$ cat src/core/irq_pkg.sv
// package: constants for the interrupt request and acknowledge block
// assumes a 200 MHz core clock and a 12-bit apb byte address
package irq_pkg;
  localparam int NSRC = 8;
  localparam int NPER = 6;
  localparam int NEXT = 2;
  localparam int NPIN = 4;
  localparam int LVLW = 3;
  localparam int IDW  = 3;
  localparam int AW   = 12;
  localparam int DW   = 32;
  localparam int NEV  = 3;
  // register byte offsets
  localparam logic [AW-1:0] OFS_ACK    = 12'h000;
  localparam logic [AW-1:0] OFS_CTRL0  = 12'h004;
  localparam logic [AW-1:0] OFS_CTRLN  = 12'h020;
  localparam logic [AW-1:0] OFS_SRCSEL = 12'h024;
  localparam logic [AW-1:0] OFS_SP     = 12'h028;
  localparam logic [AW-1:0] OFS_MODE   = 12'h02C;
  localparam logic [AW-1:0] OFS_PORT8  = 12'h030;
  localparam logic [AW-1:0] OFS_ST     = 12'h034;
  localparam logic [AW-1:0] OFS_EN     = 12'h038;
  localparam logic [AW-1:0] OFS_CLR    = 12'h03C;
  // field positions
  localparam int CTL_LVL_LSB  = 0;
  localparam int CTL_FLAG_BIT = 3;
  localparam int CTL_POL_BIT  = 4;
  localparam int ACK_LVL_LSB  = 8;
  localparam int ACK_VLD_BIT  = 31;
  localparam int SP_ISP_LSB   = 16;
  localparam int MODE_GIE_BIT = 0;
  localparam int MODE_STOP_BIT = 1;
  localparam int P8_NMI_BIT   = 5;
  localparam int EV_NMI       = 0;
  localparam int EV_ACK_EMPTY = 1;
  localparam int EV_WAKE      = 2;
  // reset values
  localparam logic [15:0] SP_RESET = 16'h0000;
  // nmi pulse width seen from outside: 2 clocks plus 300 ns
  localparam int CLK_NS      = 5;
  localparam int NMI_MIN_NS  = 300;
  localparam int NMI_MIN_CYC = 2 + (NMI_MIN_NS + CLK_NS - 1) / CLK_NS;
  typedef enum logic [1:0] {
    ST_BOOT = 2'b00,
    ST_RUN  = 2'b01,
    ST_WAIT = 2'b11
  } core_state_t;
endpackage

$ cat src/core/pin_sync3.sv
// module: three-flop synchroniser with agreement filter
// assumes asynchronous pin levels; output changes when stages 2 and 3 agree
`timescale 1ns/1ps
module pin_sync3 #(
  parameter int          W   = 1,
  parameter logic [W-1:0] RST = '1
) (
  // clock and reset
  input  wire logic         ref_clk_in,
  input  wire logic         rstn_in,
  // pins and filtered level
  input  wire logic [W-1:0] pin_in,
  output logic      [W-1:0] level_out
);
  logic [W-1:0] s1_q;
  logic [W-1:0] s2_q;
  logic [W-1:0] s3_q;
  logic [W-1:0] lvl_q;

  always_ff @(posedge ref_clk_in or negedge rstn_in) begin
    if (!rstn_in) begin
      s1_q <= RST;
      s2_q <= RST;
      s3_q <= RST;
    end else begin
      s1_q <= pin_in;
      s2_q <= s1_q;
      s3_q <= s2_q;
    end
  end

  // one glitchy sample never reaches the level
  always_ff @(posedge ref_clk_in or negedge rstn_in) begin
    if (!rstn_in) begin
      lvl_q <= RST;
    end else begin
      lvl_q <= (s2_q & s3_q) | (lvl_q & (s2_q | s3_q));
    end
  end

  assign level_out = lvl_q;
endmodule // pin_sync3

$ cat src/core/irq_prio.sv
// module: picks the pending source with the highest level
// assumes level 0 means disabled; ties go to the lower source number
`timescale 1ns/1ps
module irq_prio (
  // pending flags and levels
  input  wire logic [irq_pkg::NSRC-1:0]               flag_in,
  input  wire logic [irq_pkg::NSRC*irq_pkg::LVLW-1:0] lvl_in,
  // winner
  output logic                                        found_out,
  output logic [irq_pkg::IDW-1:0]                     idx_out,
  output logic [irq_pkg::LVLW-1:0]                    lvl_out
);
  always_comb begin
    found_out = 1'b0;
    idx_out   = '0;
    lvl_out   = '0;
    for (int i = irq_pkg::NSRC - 1; i >= 0; i--) begin
      if (flag_in[i] && lvl_in[i*irq_pkg::LVLW +: irq_pkg::LVLW] != '0 &&
          lvl_in[i*irq_pkg::LVLW +: irq_pkg::LVLW] >= lvl_out) begin
        found_out = 1'b1;
        idx_out   = irq_pkg::IDW'(i);
        lvl_out   = lvl_in[i*irq_pkg::LVLW +: irq_pkg::LVLW];
      end
    end
  end
endmodule // irq_prio

$ cat src/core/irq_ctrl.sv
// module: interrupt request flags, acknowledge read, nmi, stack pointers
// assumes an apb master on ref_clk_in and a core that pulses on retire
`timescale 1ns/1ps
module irq_ctrl (
  // clock and reset
  input  wire logic                     ref_clk_in,
  input  wire logic                     rstn_in,
  // apb slave
  input  wire logic                     psel_in,
  input  wire logic                     penable_in,
  input  wire logic                     pwrite_in,
  input  wire logic [irq_pkg::AW-1:0]   paddr_in,
  input  wire logic [irq_pkg::DW-1:0]   pwdata_in,
  output logic      [irq_pkg::DW-1:0]   prdata_out,
  output logic                          pready_out,
  output logic                          pslverr_out,
  // request sources
  input  wire logic [irq_pkg::NPER-1:0] periph_req_in,
  input  wire logic [irq_pkg::NPIN-1:0] ext_irq_pin_in,
  input  wire logic                     nmi_n_in,
  // cpu core
  input  wire logic [irq_pkg::LVLW-1:0] cpu_ipl_in,
  input  wire logic                     instr_retire_in,
  input  wire logic                     wait_cmd_in,
  input  wire logic                     nmi_ack_in,
  output logic                          irq_req_out,
  output logic                          nmi_req_out,
  output logic                          halt_out,
  output logic                          cpu_clk_stop_out,
  output logic                          stop_mode_out,
  output logic [15:0]                   user_stack_ptr_out,
  output logic [15:0]                   irq_stack_ptr_out,
  // block interrupt
  input  wire logic                     int_out_unused_in,
  output logic                          irq_out
);
  localparam int N = irq_pkg::NSRC;
  localparam int L = irq_pkg::LVLW;
  localparam int CTL_LVL_LSB_W = irq_pkg::CTL_LVL_LSB;

  logic [irq_pkg::NPIN:0]    pin_lvl;
  logic                      nmi_lvl;
  logic                      nmi_prev_q;
  logic                      nmi_fall;
  logic                      nmi_pend_q;
  logic [N-1:0]              flag_q;
  logic [N-1:0]              src_evt;
  logic [N-1:0]              clr;
  logic [N*L-1:0]            lvl_q;
  logic [irq_pkg::NEXT-1:0]  pol_q;
  logic [7:0]                srcsel_q;
  logic [irq_pkg::NEXT-1:0]  ext_lvl;
  logic [irq_pkg::NEXT-1:0]  ext_prev_q;
  logic                      win_found;
  logic [irq_pkg::IDW-1:0]   win_idx;
  logic [L-1:0]              win_lvl;
  logic                      ack_vld_q;
  logic [irq_pkg::IDW-1:0]   ack_idx_q;
  logic [15:0]               usp_q;
  logic [15:0]               isp_q;
  logic                      gie_q;
  logic                      stop_q;
  irq_pkg::core_state_t      state_q;
  logic [irq_pkg::NEV-1:0]   st_q;
  logic [irq_pkg::NEV-1:0]   en_q;
  logic [irq_pkg::NEV-1:0]   ev;
  logic [irq_pkg::DW-1:0]    rd_d;
  logic [irq_pkg::DW-1:0]    prdata_q;
  logic                      setup;
  logic                      acc;
  logic                      wr;
  logic                      rd;
  logic                      in_ctrl;
  logic [irq_pkg::AW-1:0]    ctrl_ofs;
  logic [irq_pkg::IDW-1:0]   ctrl_idx;
  logic                      mapped;
  logic                      ack_fire;
  logic                      boot;

  ////////////////////////////////////////////////////////////////////////////
  // pin synchronisers and priority

  pin_sync3 #(.W(irq_pkg::NPIN + 1)) u_sync (
    .ref_clk_in (ref_clk_in),
    .rstn_in    (rstn_in),
    .pin_in     ({nmi_n_in, ext_irq_pin_in}),
    .level_out  (pin_lvl)
  );
  assign nmi_lvl = pin_lvl[irq_pkg::NPIN];

  irq_prio u_prio (
    .flag_in   (flag_q),
    .lvl_in    (lvl_q),
    .found_out (win_found),
    .idx_out   (win_idx),
    .lvl_out   (win_lvl)
  );

  ////////////////////////////////////////////////////////////////////////////
  // apb decode

  assign setup    = psel_in && !penable_in;
  assign acc      = psel_in && penable_in;
  assign wr       = acc && pwrite_in && mapped;
  assign rd       = acc && !pwrite_in;
  assign ctrl_ofs = paddr_in - irq_pkg::OFS_CTRL0;
  assign ctrl_idx = ctrl_ofs[2 +: irq_pkg::IDW];
  assign in_ctrl  = paddr_in >= irq_pkg::OFS_CTRL0 &&
                    paddr_in <= irq_pkg::OFS_CTRLN && paddr_in[1:0] == 2'b00;
  assign mapped   = in_ctrl || paddr_in == irq_pkg::OFS_ACK ||
                    paddr_in == irq_pkg::OFS_SRCSEL ||
                    paddr_in == irq_pkg::OFS_SP ||
                    paddr_in == irq_pkg::OFS_MODE ||
                    paddr_in == irq_pkg::OFS_PORT8 ||
                    paddr_in == irq_pkg::OFS_ST ||
                    paddr_in == irq_pkg::OFS_EN ||
                    paddr_in == irq_pkg::OFS_CLR;
  // no wait states: read data is captured in the setup cycle
  assign pready_out  = acc;
  assign pslverr_out = acc && !mapped;
  assign prdata_out  = prdata_q;
  // core sequence and program read look identical here
  assign ack_fire = rd && paddr_in == irq_pkg::OFS_ACK && ack_vld_q;

  always_comb begin
    rd_d = '0;
    if (in_ctrl) begin
      rd_d[CTL_LVL_LSB_W +: L] = lvl_q[ctrl_idx*L +: L];
      rd_d[irq_pkg::CTL_FLAG_BIT] = flag_q[ctrl_idx];
      if (ctrl_idx >= irq_pkg::IDW'(irq_pkg::NPER)) begin
        rd_d[irq_pkg::CTL_POL_BIT] = pol_q[ctrl_idx[0]];
      end
    end else begin
      unique case (paddr_in)
        irq_pkg::OFS_ACK: begin
          rd_d[irq_pkg::IDW-1:0] = win_idx;
          rd_d[irq_pkg::ACK_LVL_LSB +: L] = win_lvl;
          rd_d[irq_pkg::ACK_VLD_BIT] = win_found;
        end
        irq_pkg::OFS_SRCSEL: rd_d[7:0] = srcsel_q;
        irq_pkg::OFS_SP: rd_d = {isp_q, usp_q};
        irq_pkg::OFS_MODE: begin
          rd_d[irq_pkg::MODE_GIE_BIT]  = gie_q;
          rd_d[irq_pkg::MODE_STOP_BIT] = stop_q;
        end
        irq_pkg::OFS_PORT8: rd_d[irq_pkg::P8_NMI_BIT] = nmi_lvl;
        irq_pkg::OFS_ST: rd_d[irq_pkg::NEV-1:0] = st_q;
        irq_pkg::OFS_EN: rd_d[irq_pkg::NEV-1:0] = en_q;
        default: rd_d = '0;
      endcase
    end
  end

  always_ff @(posedge ref_clk_in or negedge rstn_in) begin
    if (!rstn_in) begin
      prdata_q  <= '0;
      ack_vld_q <= 1'b0;
      ack_idx_q <= '0;
    end else if (setup) begin
      prdata_q  <= rd_d;
      ack_vld_q <= win_found;
      ack_idx_q <= win_idx;
    end
  end

  ////////////////////////////////////////////////////////////////////////////
  // configuration registers

  always_ff @(posedge ref_clk_in or negedge rstn_in) begin
    if (!rstn_in) begin
      lvl_q    <= '0;
      pol_q    <= '0;
      srcsel_q <= '0;
    end else if (wr && in_ctrl) begin
      lvl_q[ctrl_idx*L +: L] <= pwdata_in[CTL_LVL_LSB_W +: L];
      if (ctrl_idx >= irq_pkg::IDW'(irq_pkg::NPER)) begin
        pol_q[ctrl_idx[0]] <= pwdata_in[irq_pkg::CTL_POL_BIT];
      end
    end else if (wr && paddr_in == irq_pkg::OFS_SRCSEL) begin
      srcsel_q <= pwdata_in[7:0];
    end
  end

  always_ff @(posedge ref_clk_in or negedge rstn_in) begin
    if (!rstn_in) begin
      usp_q <= irq_pkg::SP_RESET;
      isp_q <= irq_pkg::SP_RESET;
    end else if (wr && paddr_in == irq_pkg::OFS_SP) begin
      usp_q <= pwdata_in[15:0];
      isp_q <= pwdata_in[irq_pkg::SP_ISP_LSB +: 16];
    end
  end
  assign user_stack_ptr_out = usp_q;
  assign irq_stack_ptr_out  = isp_q;

  ////////////////////////////////////////////////////////////////////////////
  // pending request flags

  // normalised level: pol 0 means falling edge requests; any change of
  // select or polarity can look like an edge, which is the known hazard
  genvar g;
  generate
    for (g = 0; g < irq_pkg::NEXT; g++) begin : g_ext
      assign ext_lvl[g] = (srcsel_q[g] ? pin_lvl[2*g+1] : pin_lvl[2*g])
                          ^ ~pol_q[g];
    end
    for (g = 0; g < N; g++) begin : g_src
      if (g < irq_pkg::NPER) begin : g_per
        assign src_evt[g] = periph_req_in[g];
      end else begin : g_pin
        assign src_evt[g] = ext_lvl[g-irq_pkg::NPER] &
                            ~ext_prev_q[g-irq_pkg::NPER];
      end
      assign clr[g] = (ack_fire && ack_idx_q == irq_pkg::IDW'(g)) ||
                      (wr && in_ctrl && ctrl_idx == irq_pkg::IDW'(g) &&
                       !pwdata_in[irq_pkg::CTL_FLAG_BIT]);
      always_ff @(posedge ref_clk_in or negedge rstn_in) begin
        if (!rstn_in) begin
          flag_q[g] <= 1'b0;
        end else begin
          // set beats a same-cycle clear or rewrite
          flag_q[g] <= src_evt[g] | (flag_q[g] & ~clr[g]);
        end
      end
    end
  endgenerate

  always_ff @(posedge ref_clk_in or negedge rstn_in) begin
    if (!rstn_in) begin
      ext_prev_q <= '0;
    end else begin
      ext_prev_q <= ext_lvl;
    end
  end

  ////////////////////////////////////////////////////////////////////////////
  // nmi, mode and core state

  assign nmi_fall = nmi_prev_q && !nmi_lvl;

  always_ff @(posedge ref_clk_in or negedge rstn_in) begin
    if (!rstn_in) begin
      nmi_prev_q <= 1'b1;
      nmi_pend_q <= 1'b0;
    end else begin
      nmi_prev_q <= nmi_lvl;
      nmi_pend_q <= nmi_fall | (nmi_pend_q & ~nmi_ack_in);
    end
  end

  always_ff @(posedge ref_clk_in or negedge rstn_in) begin
    if (!rstn_in) begin
      gie_q  <= 1'b0;
      stop_q <= 1'b0;
    end else begin
      if (wr && paddr_in == irq_pkg::OFS_MODE) begin
        gie_q  <= pwdata_in[irq_pkg::MODE_GIE_BIT];
        stop_q <= pwdata_in[irq_pkg::MODE_STOP_BIT] && nmi_lvl;
      end else if (!nmi_lvl || irq_req_out || nmi_req_out) begin
        stop_q <= 1'b0;
      end
    end
  end
  assign stop_mode_out = stop_q;

  always_ff @(posedge ref_clk_in or negedge rstn_in) begin
    if (!rstn_in) begin
      state_q <= irq_pkg::ST_BOOT;
    end else begin
      unique case (state_q)
        irq_pkg::ST_BOOT: if (instr_retire_in) state_q <= irq_pkg::ST_RUN;
        irq_pkg::ST_RUN:  if (wait_cmd_in) state_q <= irq_pkg::ST_WAIT;
        irq_pkg::ST_WAIT: begin
          if (irq_req_out || nmi_req_out) state_q <= irq_pkg::ST_RUN;
        end
        default: state_q <= irq_pkg::ST_BOOT;
      endcase
    end
  end

  assign boot        = state_q == irq_pkg::ST_BOOT;
  assign irq_req_out = !boot && gie_q && win_found &&
                       win_lvl > cpu_ipl_in;
  assign nmi_req_out = !boot && nmi_pend_q;
  assign halt_out    = state_q == irq_pkg::ST_WAIT;
  // nmi low in wait: execution stops but the clock keeps running
  assign cpu_clk_stop_out = halt_out && nmi_lvl;

  ////////////////////////////////////////////////////////////////////////////
  // block interrupt status

  assign ev[irq_pkg::EV_NMI]       = nmi_fall;
  assign ev[irq_pkg::EV_ACK_EMPTY] = rd && paddr_in == irq_pkg::OFS_ACK &&
                                     !ack_vld_q;
  assign ev[irq_pkg::EV_WAKE]      = halt_out &&
                                     (irq_req_out || nmi_req_out);

  always_ff @(posedge ref_clk_in or negedge rstn_in) begin
    if (!rstn_in) begin
      st_q <= '0;
      en_q <= '0;
    end else begin
      if (wr && paddr_in == irq_pkg::OFS_CLR) begin
        st_q <= ev | (st_q & ~pwdata_in[irq_pkg::NEV-1:0]);
      end else begin
        st_q <= ev | st_q;
      end
      if (wr && paddr_in == irq_pkg::OFS_EN) begin
        en_q <= pwdata_in[irq_pkg::NEV-1:0];
      end
    end
  end
  assign irq_out = |(st_q & en_q);
endmodule // irq_ctrl

$ cat config.mk
export PLATFORM = sky130hd
export DESIGN_NAME = irq_ctrl
export DESIGN_NICKNAME = d
export VERILOG_FILES = /design/src/core/irq_pkg.sv /design/src/core/pin_sync3.sv /design/src/core/irq_prio.sv /design/src/core/irq_ctrl.sv
export SDC_FILE = /design/constraint.sdc
export NUM_CORES = 1
export LEC_CHECK = 0
export CAP_MARGIN = 25
export CORE_MARGIN = 2
export CORE_UTILIZATION = 55
export DETAILED_ROUTE_END_ITERATION = 12
export DONT_BUFFER_PORTS = 1
export HOLD_SLACK_MARGIN = 0.15
export PLACE_DENSITY_LB_ADDON = 0.1
export SLEW_MARGIN = 10
export SYNTH_ARGS = -nofsm -noshare
export SYNTH_HDL_FRONTEND = slang
export SYNTH_SLANG_ARGS = --single-unit
$ cat constraint.sdc
create_clock -name ref_clk_in -period 12.4 [get_ports ref_clk_in]
set_input_delay 0.62 -clock ref_clk_in [delete_from_list [all_inputs] [get_ports ref_clk_in]]
set_output_delay 0.62 -clock ref_clk_in [all_outputs]
set_load 0.02 [all_outputs]
==> results of run 1 <==
-- worst max-delay path: cells and delay by family (launching register included) --
kind | cells | cell delay, ns
buffers and inverters | 2 | 0.23
flip-flops | 1 | 0.44
AO/OA/AOI/OAI | 21 | 4.38
multiplexers | 2 | 0.67
AND/OR/NAND/NOR | 16 | 2.72
adder cells (fa/ha/maj) | 8 | 2.22
-- through the flow --
step	power [mW]	setup TNS (ns)	setup WS, ns	cells	instance area [µm²]
3_3_place_gp	0.529	0	0.759	836	7490
2_1_floorplan	0.525	0	1.90	682	7340
6_report	1.02	0	0.689	875	8240
5_1_grt	1.06	-0.102	-0.102	875	8240
4_1_cts	1.03	0	0.0244	869	8090
3_5_place_dp	0.530	0	0.548	836	7490
-- report_power, final --
group / total (mW) / leakage, nW / internal [mW] / switching [mW]
logic: 0.0470 / 1.53 / 0.0140 / 0.0329
registers: 0.486 / 1.87 / 0.481 / 0.00534
clock network: 0.491 / 0.284 / 0.274 / 0.217
-- kinds of logic (layout without fill, tap and decap cells) --
logic type / count (synthesis) / in the layout / synth area share, %
mux: 72 / 72 / 12.2
xor+xnor: 5 / 5 / 0.597
simple gates: 212 / 212 / 13.5
fa+ha+maj: 30 / 30 / 4.94
flops: 144 / 144 / 49.5
buf+inv: 52 / 69 / 2.66
compound gates: 167 / 167 / 16.6
-- sequential cells by signal, summed over array words and instances (netlist names), 2 cells and up --
name and cells:
prdata_out 32, lvl_q 24, irq_stack_ptr_out 16, user_stack_ptr_out 16, flag_q 8, srcsel_q 8, u_sync.level_out 5, u_sync.s1_q 5
u_sync.s2_q 5, u_sync.s3_q 5, ack_idx_q 3, en_q 3, st_q 3, ext_prev_q 2, pol_q 2, state_q 2
-- area by class of cell --
type,count,area (µm²)
clock buffer,18,450
sequential,144,3630
multi-input combinational,486,3590
timing repair buffer,9,120
fill,1054,4900
tap,176,220
clock inverter,14,120
inverter,28,105
-- synth_stat cells, drive strengths merged (3+ instances only) --
cell     instances  area [µm²]
dfrtp          123        3080
nand2          101         379
mux2            56         634
o21ai           44         220
inv             28         105
nor2            28         105
ha              25         313
a22o            24         210
dfstp           21         552
a21oi           20         104
clkbuf          19        71.3
and3            15        93.8
nand3           14        70.1
o31ai           12         109
nand2b          10        62.6
nor3            10        50.1
mux2i            8        80.1
mux4             8         180
and2             7        46.3
nor2b            7        43.8
nor4             7        50.1
o21a             7        52.6
o31a             7        61.3
or3              7        48.8
a31o             6        52.6
a21o             5        37.5
a31oi            5        31.3
buf              5        18.8
maj3             5        50.1
a2111oi          3        27.5
a32oi            3        26.3
or2              3        18.8
xor2             3        26.3
-- routing by layer --
metal,up-vias,global-route usage [%]
li1,2503,-
met1,2760,34.8
met2,220,42.3
met3,35,8.46
met4,0,8.97
met5,-,0
-- worst max path at each step --
stage                   start          end  slack, ns  cells past startpoint
finish              flag_q[7]  irq_req_out       0.69                     49
global route        flag_q[7]  irq_req_out      -0.10                     53
CTS                 flag_q[7]  irq_req_out       0.02                     53
detailed placement  flag_q[7]  irq_req_out       0.55                     53
global placement    flag_q[7]  irq_req_out       0.76                     53
floorplan           flag_q[7]  irq_req_out       1.90                     53
-- what timing repair did --
| item | CTS | global route |
|---|---|---|
| setup endpoints to repair | 0 | 4 |
| hold buffers | 1 | 0 |
| gates resized for setup | 0 | 17 |
| hold endpoints to repair | 144 | 0 |
| buffers inserted | 0 | 4 |
==> impl_metrics.env, run 1 <==
export IMPL_outcome="completed"
export IMPL_cts_root_buffer="clkbuf_16"
export IMPL_grt_use_total_pct=26.6
export IMPL_clock_tree_buffer_depth=2
export IMPL_p_per_area_nw_per_um2=124
export IMPL_wire_per_inst_um=21.5
export IMPL_slew_headroom_pct=37.7
export IMPL_drive_above_1_share_pct=22.5
export IMPL_layout_common_cells="123 x dfrtp_1, 100 x nand2_1, 54 x mux2_2"
export IMPL_cts_sinks=144
export IMPL_rr_worst_depth=49
export IMPL_crit_required_ns=11.78
export IMPL_wl_met1_um=7660
export IMPL_nets=778
export IMPL_synth_edf_count=0
export IMPL_grt_pass1_wl_um=29300
export IMPL_slew_violations=0
export IMPL_antenna_cells=0
export IMPL_die_w_um=120
export IMPL_worstMarginPinSlew_ns=0.933
export IMPL_synth_seq_area_share_pct=49.5
export IMPL_holdCritPathClass="primary input to asynchronous set/reset pin"
export IMPL_dpl_hpwl_um=13400
export IMPL_core_area_um2=13100
export IMPL_antenna_found_initial=0
export IMPL_crit_arrival_ns=11.09
export IMPL_netlist_area_um2=7340
export IMPL_cts_tree="built"
export IMPL_skew_ns=0.00555
export IMPL_finalWeightedCongestion=0.906
export IMPL_timing_rr_start="flag_q[7]"
export IMPL_fmax_mhz=85.4
export IMPL_antenna_left=0
export IMPL_grt_max_degree=145
export IMPL_avgViaCountPerCell=6.31
export IMPL_cpPeakStageDelay_ns=0.48
export IMPL_clkSlewWorstSetupHoldPaths_ns=0.06
export IMPL_vias=5518
export IMPL_r2r_end="state_q[1]"
export IMPL_wl_um=18800
export IMPL_clk_latency_ns=0.43
export IMPL_critPathMostFrequentCell="ha_1"
export IMPL_ctsHtreeMaxLevel=4
export IMPL_r2r_slack_ns=1.48
export IMPL_dr_pass1_iters=5
export IMPL_final_core_util_pct=62.7
export IMPL_drc=0
export IMPL_crit_slowest_cell="o21ai_0"
export IMPL_async_flop_share_pct=100
export IMPL_hold_slack_ns=0.120
export IMPL_highest_layer="met4"
export IMPL_worstPathMaxFanout=8
export IMPL_syn_nets=774
export IMPL_synthDistinctLibCells=71
export IMPL_port_buffers=0
export IMPL_maxCapViolCount=0
export IMPL_crit_path_end_kind="output pin"
export IMPL_route_met2_wl_um=9140
export IMPL_fp_dieArea_um2=14300
export IMPL_die_y_um=120
export IMPL_finalSetupViolCount=0
export IMPL_dr_wl_met3_um=1520
export IMPL_area_growth_pct=12.2
export IMPL_synthFlopType="dfrtp_1"
export IMPL_cts_buffers=17
export IMPL_ir_drop_mv=0.162
export IMPL_hold_violations=0
export IMPL_grt_pass1_vias=5437
export IMPL_period_share_pct=94.4
export IMPL_initial_core_util_pct=55.9
export IMPL_core_rowCount=42
export IMPL_yosysWarningCount=0
export IMPL_cellLeakagePower_nw=3.68
export IMPL_synth_seq_cells=144
export IMPL_drtIter0Drc=466
export IMPL_start_kind="flop"
export IMPL_layout_commonest_cell="dfrtp_1"
export IMPL_ios=139
export IMPL_crit_type="flop to output pin"
export IMPL_synth_area_per_cell_um2=10.8
export IMPL_grt_ovfl_total=0
export IMPL_min_period_ns=11.71
export IMPL_synth_cells=682
Power figures use the tool's default switching activity.
==> inputs of run 2 (changes only) <==
Settings changed: MAX_ROUTING_LAYER set to met4, SYNTH_HIERARCHICAL set to 1.
==> run 2 against run 1 <==
  * Combinational power rose by 16%
  * Clock skew increased by 0.0013 ns
  * Synthesized cell count decreased by 3.7%
  * Routed wire length is 4.0% higher
  * First-iteration DRC count is 20% lower
  * Worst hold slack better by 0.054 ns
  * Clock power is 5.1% higher
  * Cell area is 2.5% higher
  * Critical endpoint unchanged
  * Highest routed layer unchanged
==> impl_metrics.env, run 2 <==
export IMPL_dr_pass1_iters=7
export IMPL_placed_area_um2=7720
export IMPL_cpPeakStageDelay_ns=0.42
export IMPL_clock_tree_buffer_depth=2
export IMPL_tns_ns=0
export IMPL_grt_pass1_wl_um=31000
export IMPL_synth_area_per_cell_um2=11.5
export IMPL_yosysTopAreaCell="dfrtp_1"
export IMPL_core_rowCount=42
export IMPL_grt_ovfl_total=0
export IMPL_final_core_util_pct=63.2
export IMPL_ios=139
export IMPL_cts_sinks=144
export IMPL_largest_reg_flops=32
export IMPL_dpl_hpwl_um=14200
export IMPL_vias=5501
export IMPL_syn_nets=749
export IMPL_clkSlewWorstSetupHoldPaths_ns=0.06
export IMPL_min_period_ns=11.64
export IMPL_start_kind="flop"
export IMPL_area_growth_pct=11.3
export IMPL_finalInstanceArea_um2=8440
export IMPL_crit_family="compound AO/OA/AOI/OAI gates"
export IMPL_slew_violations=0
export IMPL_yosysTopAreaCellShare_pct=40.6
export IMPL_p_sw_mw=0.251
export IMPL_layout_commonest_cell="dfrtp_1"
export IMPL_worstMarginPinSlew_ns=0.970
export IMPL_antenna_found_initial=1
export IMPL_fmax_mhz=85.9
export IMPL_grt_max_degree=145
export IMPL_critPathMostFrequentCell="ha_1"
export IMPL_switching_share_pct=23.7
export IMPL_synth_edf_count=0
export IMPL_avgViaCountPerCell=6.46
export IMPL_register_area_um2=3630
export IMPL_p_clk_share_pct=48.6
export IMPL_crit_start="flag_q[7]"
export IMPL_nFillCells=1097
export IMPL_maxCapViolCount=0
export IMPL_r2r_end="stop_mode_out"
export IMPL_r2r_slack_ns=1.20
export IMPL_async_flop_share_pct=100
export IMPL_finalWeightedCongestion=0.892
export IMPL_crit_type="flop to output pin"
export IMPL_multiInputGateArea_um2=3780
export IMPL_timing_rr_start="flag_q[7]"
export IMPL_drtIter0Drc=372
export IMPL_crit_path_end="irq_req_out"
export IMPL_cellLeakagePower_nw=3.70
export IMPL_report_power_total_mw=1.06
export IMPL_synthFlopType="dfrtp_1"
export IMPL_fp_dieArea_um2=14700
export IMPL_cts_tree="built"
export IMPL_grt_pass1_vias=5759
export IMPL_synth_seq_area_share_pct=47.9
export IMPL_yosysMostFrequentCell="dfrtp_1"
export IMPL_synth_seq_cells=144
export IMPL_finalSetupViolCount=0
export IMPL_crit_required_ns=11.78
export IMPL_cp_num_buf_inv=3
export IMPL_cts_root_buffer="clkbuf_16"
export IMPL_die_w_um=121
export IMPL_p_int_mw=0.809
export IMPL_fin_ws_ns=0.764
export IMPL_drive_above_1_share_pct=27.9
export IMPL_hold_violations=0
export IMPL_outcome="completed"
export IMPL_antenna_left=0
export IMPL_ctsHtreeMaxLevel=4
export IMPL_slew_headroom_pct=35.2
export IMPL_cts_buffers=17
export IMPL_crit_path_end_kind="output pin"
export IMPL_skew_ns=0.00689
export IMPL_initial_core_util_pct=56.8
export IMPL_holdCritPathClass="primary input to asynchronous set/reset pin"
export IMPL_netlist_top_cells_area="dfrtp_1 41%, mux2_2 10%, dfstp_2 7.3%"
export IMPL_period_share_pct=93.8
export IMPL_crit_slowest_cell="dfrtp_2"
export IMPL_layout_common_cells="122 x dfrtp_1, 70 x mux2_2, 57 x nand2_1"
export IMPL_yosysWarningCount=6
export IMPL_worstPathMaxFanout=7
export IMPL_grt_use_total_pct=28.4
export IMPL_ir_drop_mv=0.160
export IMPL_wl_um=19500
export IMPL_nets=754
export IMPL_dpl_worst_slack_ns=0.682
export IMPL_synthDistinctLibCells=91
export IMPL_die_y_um=121
export IMPL_wire_per_inst_um=22.9
export IMPL_port_buffers=0
export IMPL_netlist_top_cells_count="123 x dfrtp_1, 70 x mux2_2, 58 x nand2_1"
export IMPL_netlist_area_um2=7580
export IMPL_cp_depth=54
export IMPL_core_area_um2=13300
export IMPL_p_seq_share_pct=46.2
export IMPL_drc=0
export IMPL_p_per_area_nw_per_um2=126
export IMPL_crit_arrival_ns=11.02
export IMPL_rr_worst_depth=54
export IMPL_combinationalPowerShare_pct=5.1
export IMPL_clk_latency_ns=0.42
export IMPL_synth_cells=657
## run 2: final cells by class
type,count,share of cell area (%)
inverters,29,1.29
well taps,176,2.61
clock inverters,9,0.904
repair buffers,9,1.04
diodes,1,0.0297
clock buffers,23,6.32
multi-input cells,461,44.8
flip-flops and latches,144,43.0
## run 2: power groups by stage
stage / Sequential (mW) / Combinational (mW) / Clock [mW]
3_3_place_gp: 0.498 / 0.0433 / 0
5_1_grt: 0.491 / 0.0606 / 0.546
4_1_cts: 0.490 / 0.0547 / 0.526
2_1_floorplan: 0.496 / 0.0377 / 0
6_report: 0.490 / 0.0544 / 0.516
3_5_place_dp: 0.498 / 0.0441 / 0
## run 2: worst min-delay path by stage
stage / from / to / slack [ns] / cells after the start
6_report: rstn_in / lvl_q[9] / 0.17 / 1
4_1_cts: ext_irq_pin_in[1] / u_sync/s1_q[1] / 0.18 / 0
3_5_place_dp: rstn_in / lvl_q[9] / 0.33 / 0
3_3_place_gp: rstn_in / lvl_q[11] / 0.33 / 0
2_1_floorplan: rstn_in / ack_idx_q[0] / 0.32 / 0
5_1_grt: ext_irq_pin_in[2] / u_sync/s1_q[2] / 0.18 / 0
## run 2: metal layers
layer  GRT usage (%)  vias up  wire (µm)
met3            6.20       30       1170
met5               -        -          0
li1                -     2465          -
met1            34.8     2802       7860
met4            8.12        0        310
met2            47.8      204      10200
## run 2: repair_timing
item | CTS | global route
hold buffers | 1 | 0
hold endpoints to repair | 144 | 0
gates resized for setup | 0 | 11
setup endpoints to repair | 0 | 4
setup buffers | 0 | 5
## run 2: metrics by stage
stage               std cells  hold WS, ns
finish                    852        0.174
global placement          813        0.332
CTS                       846        0.184
detailed placement        813        0.333
global route              852        0.177
floorplan                 657        0.324
## run 2: cells by family (layout without fill, tap and decap cells)
logic type,Yosys count,after routing,synth area share [%]
adder cells (fa/ha/maj),30,30,4.87
AO/OA/AOI/OAI,155,155,16.1
XOR/XNOR,3,3,0.446
flip-flops,144,144,47.9
other,0,1,0
multiplexers,87,87,14.1
buffers and inverters,52,70,2.84
AND/OR/NAND/NOR,186,186,13.8
==> inputs of run 3 (changes only) <==
Settings changed: ABC_AREA set to 1.
==> run 3 against run 2 <==
  * Global-route usage decreased by 0.40 points
  * Sequential share of layout area decreased by 1.2 points
  * First-iteration DRC count rose by 26%
  * Fmax rose by 22%
  * Critical path type unchanged
  * Critical endpoint unchanged
  * Largest cell class is now registers
  * Largest power group unchanged
  * Highest routed layer unchanged
==> impl_metrics.env, run 3 <==
export IMPL_switching_share_pct=23.7
export IMPL_drtIter0Drc=467
export IMPL_layout_common_cells="251 x nand2_1, 138 x inv_1, 123 x dfrtp_1"
export IMPL_cts_root_buffer="clkbuf_16"
export IMPL_netlist_top_cells_count="251 x nand2_1, 138 x inv_1, 123 x dfrtp_1"
export IMPL_postCtsSetupBuffers=0
export IMPL_dpl_hpwl_um=14500
export IMPL_critPathMostFrequentCell="nand2_1"
export IMPL_skew_ns=0.0128
export IMPL_p_sw_mw=0.255
export IMPL_ios=139
export IMPL_slew_violations=0
export IMPL_grt_max_degree=145
export IMPL_start_kind="flop"
export IMPL_nFillCells=1290
export IMPL_report_power_total_mw=1.08
export IMPL_crit_required_ns=11.78
export IMPL_synthDistinctLibCells=47
export IMPL_initial_core_util_pct=56.7
export IMPL_die_w_um=124
export IMPL_core_area_um2=14000
export IMPL_rr_worst_depth=64
export IMPL_ctsHtreeMaxLevel=4
export IMPL_drc=0
export IMPL_grt_pass1_vias=6171
export IMPL_port_buffers=0
export IMPL_holdCritPathClass="primary input to asynchronous set/reset pin"
export IMPL_stdcell_count=1176
export IMPL_dpl_worst_slack_ns=3.32
export IMPL_clk_latency_ns=0.43
export IMPL_dr_pass1_iters=5
export IMPL_nets=1075
export IMPL_crit_path_end_kind="output pin"
export IMPL_cts_buffers=17
export IMPL_yosysTopAreaCellShare_pct=38.8
export IMPL_rsz0062_at_grt="no"
export IMPL_netlist_area_um2=7930
export IMPL_antenna_cells=0
export IMPL_p_seq_share_pct=45.2
export IMPL_cellLeakagePower_nw=4.18
export IMPL_final_core_util_pct=62.1
export IMPL_cpPeakStageDelay_ns=0.40
export IMPL_p_int_mw=0.823
export IMPL_min_period_ns=9.58
export IMPL_avgViaCountPerCell=5.53
export IMPL_synthFlopType="dfrtp_1"
export IMPL_worstPathMaxFanout=7
export IMPL_crit_type="flop to output pin"
export IMPL_core_rowCount=43
export IMPL_synth_seq_cells=144
export IMPL_die_y_um=124
export IMPL_synth_edf_count=0
export IMPL_fin_ws_ns=2.82
export IMPL_syn_nets=1076
export IMPL_combinationalPowerShare_pct=5.8
export IMPL_placed_area_um2=8030
export IMPL_finalSetupViolCount=0
export IMPL_cts_tree="built"
export IMPL_yosysTopAreaCell="dfrtp_1"
export IMPL_layout_commonest_cell="nand2_1"
export IMPL_largest_reg_flops=32
export IMPL_wl_um=20100
export IMPL_ir_drop_mv=0.0848
export IMPL_synth_cells=984
export IMPL_crit_arrival_ns=8.96
export IMPL_maxCapViolCount=0
export IMPL_drive_above_1_share_pct=14.3
export IMPL_synth_area_per_cell_um2=8.06
export IMPL_finalInstanceArea_um2=8680
export IMPL_vias=6503
export IMPL_p_clk_share_pct=49.0
export IMPL_cts_sinks=144
export IMPL_clock_tree_buffer_depth=2
export IMPL_yosysWarningCount=6
export IMPL_grt_pass1_wl_um=31600
export IMPL_antenna_found_initial=0
export IMPL_outcome="completed"
export IMPL_slew_headroom_pct=46.3
export IMPL_dp_cells=1143
export IMPL_hold_violations=0
export IMPL_netlist_top_cells_area="dfrtp_1 39%, nand2_1 12%, dfstp_2 7.0%"
export IMPL_yosysMostFrequentCell="nand2_1"
export IMPL_finalWeightedCongestion=0.975
export IMPL_fp_dieArea_um2=15400
export IMPL_clkSlewWorstSetupHoldPaths_ns=0.06
export IMPL_crit_slowest_cell="dfrtp_1"
export IMPL_r2r_slack_ns=3.50
export IMPL_grt_ovfl_total=0
export IMPL_synth_seq_area_share_pct=45.8
export IMPL_antenna_left=0
export IMPL_tns_ns=0
export IMPL_async_flop_share_pct=100
export IMPL_wire_per_inst_um=17.1
export IMPL_hold_slack_ns=0.170
export IMPL_worstMarginPinSlew_ns=0.805
export IMPL_fmax_mhz=104
export IMPL_period_share_pct=77.2
export IMPL_p_per_area_nw_per_um2=124
export IMPL_grt_use_total_pct=28.0
export IMPL_area_growth_pct=9.46
## run 3: cell types whose count changed after synthesis, sizes merged, moves of 11 or more
cell / previous run / this run
nand2: 59 / 277
inv: 28 / 140
o21ai: 29 / 140
mux2: 73 / 0
nand3: 17 / 67
nor2: 24 / 67
a22o: 22 / 3
a21oi: 15 / 30
a22oi: 14 / 0
nor2b: 12 / 0
and2: 15 / 4
nand2b: 11 / 0
## run 3: kinds of logic after synthesis
kind of cell,share of synthesized area [%]
adder cells (fa/ha/maj),3.94
XOR/XNOR,0.221
buffers and inverters,8.56
AND/OR/NAND/NOR,26.3
flip-flops,45.8
multiplexers,0.126
AO/OA/AOI/OAI,15.1
## run 3: worst paths after layout
kind,from,to
worst min register to register,u_sync/s1_q[3],u_sync/s2_q[3]
worst min-delay path,rstn_in,stop_mode_out
worst max register to register,lvl_q[22],stop_mode_out
min in group ref_clk_in,ext_irq_pin_in[2],u_sync/s1_q[2]
max in group asynchronous,rstn_in,lvl_q[16]
worst max-delay path,lvl_q[22],irq_req_out
## run 3: final cells by class
cell class              count  area [µm²]  area share [%]
inverters                 144         541            6.22
multi-input cells         673        3620            41.7
repair buffers              3        42.5           0.490
flip-flops and latches    144        3630            41.8
clock inverters             8        85.1           0.980
well taps                 180         225            2.59
clock buffers              24         537            6.18
## run 3: what timing repair did
action / in CTS / in global routing
endpoints found under the setup margin: 0 / 0
hold buffers: 1 / 0
endpoints found under the hold margin: 144 / 0
resized for setup: 0 / 0
## run 3: power groups by stage
stage	Sequential (mW)	Combinational, mW	Clock, mW
floorplan	0.494	0.0414	0
global placement	0.495	0.0517	0
detailed placement	0.496	0.0520	0
CTS	0.488	0.0626	0.537
global route	0.488	0.0709	0.557
finish	0.488	0.0624	0.528
## run 3: metal layers
metal / wire, µm / up-vias / share of wire (%) / global-route usage [%]
met4: 420 / 0 / 2.1 / 9.69
met2: 9710 / 199 / 48 / 44.4
met1: 8740 / 3065 / 44 / 36.1
met5: 0 / - / 0 / -
met3: 1200 / 36 / 6.0 / 5.63
li1: - / 3203 / - / -
## run 3: critical path: cells and delay by family, from the launching register on
| kind | cells | cell delay (ns) |
|---|---|---|
| AO/OA/AOI/OAI | 14 | 2.23 |
| adder cells (fa/ha/maj) | 8 | 2.40 |
| buffers and inverters | 9 | 0.80 |
| flip-flops | 1 | 0.40 |
| AND/OR/NAND/NOR | 30 | 2.69 |
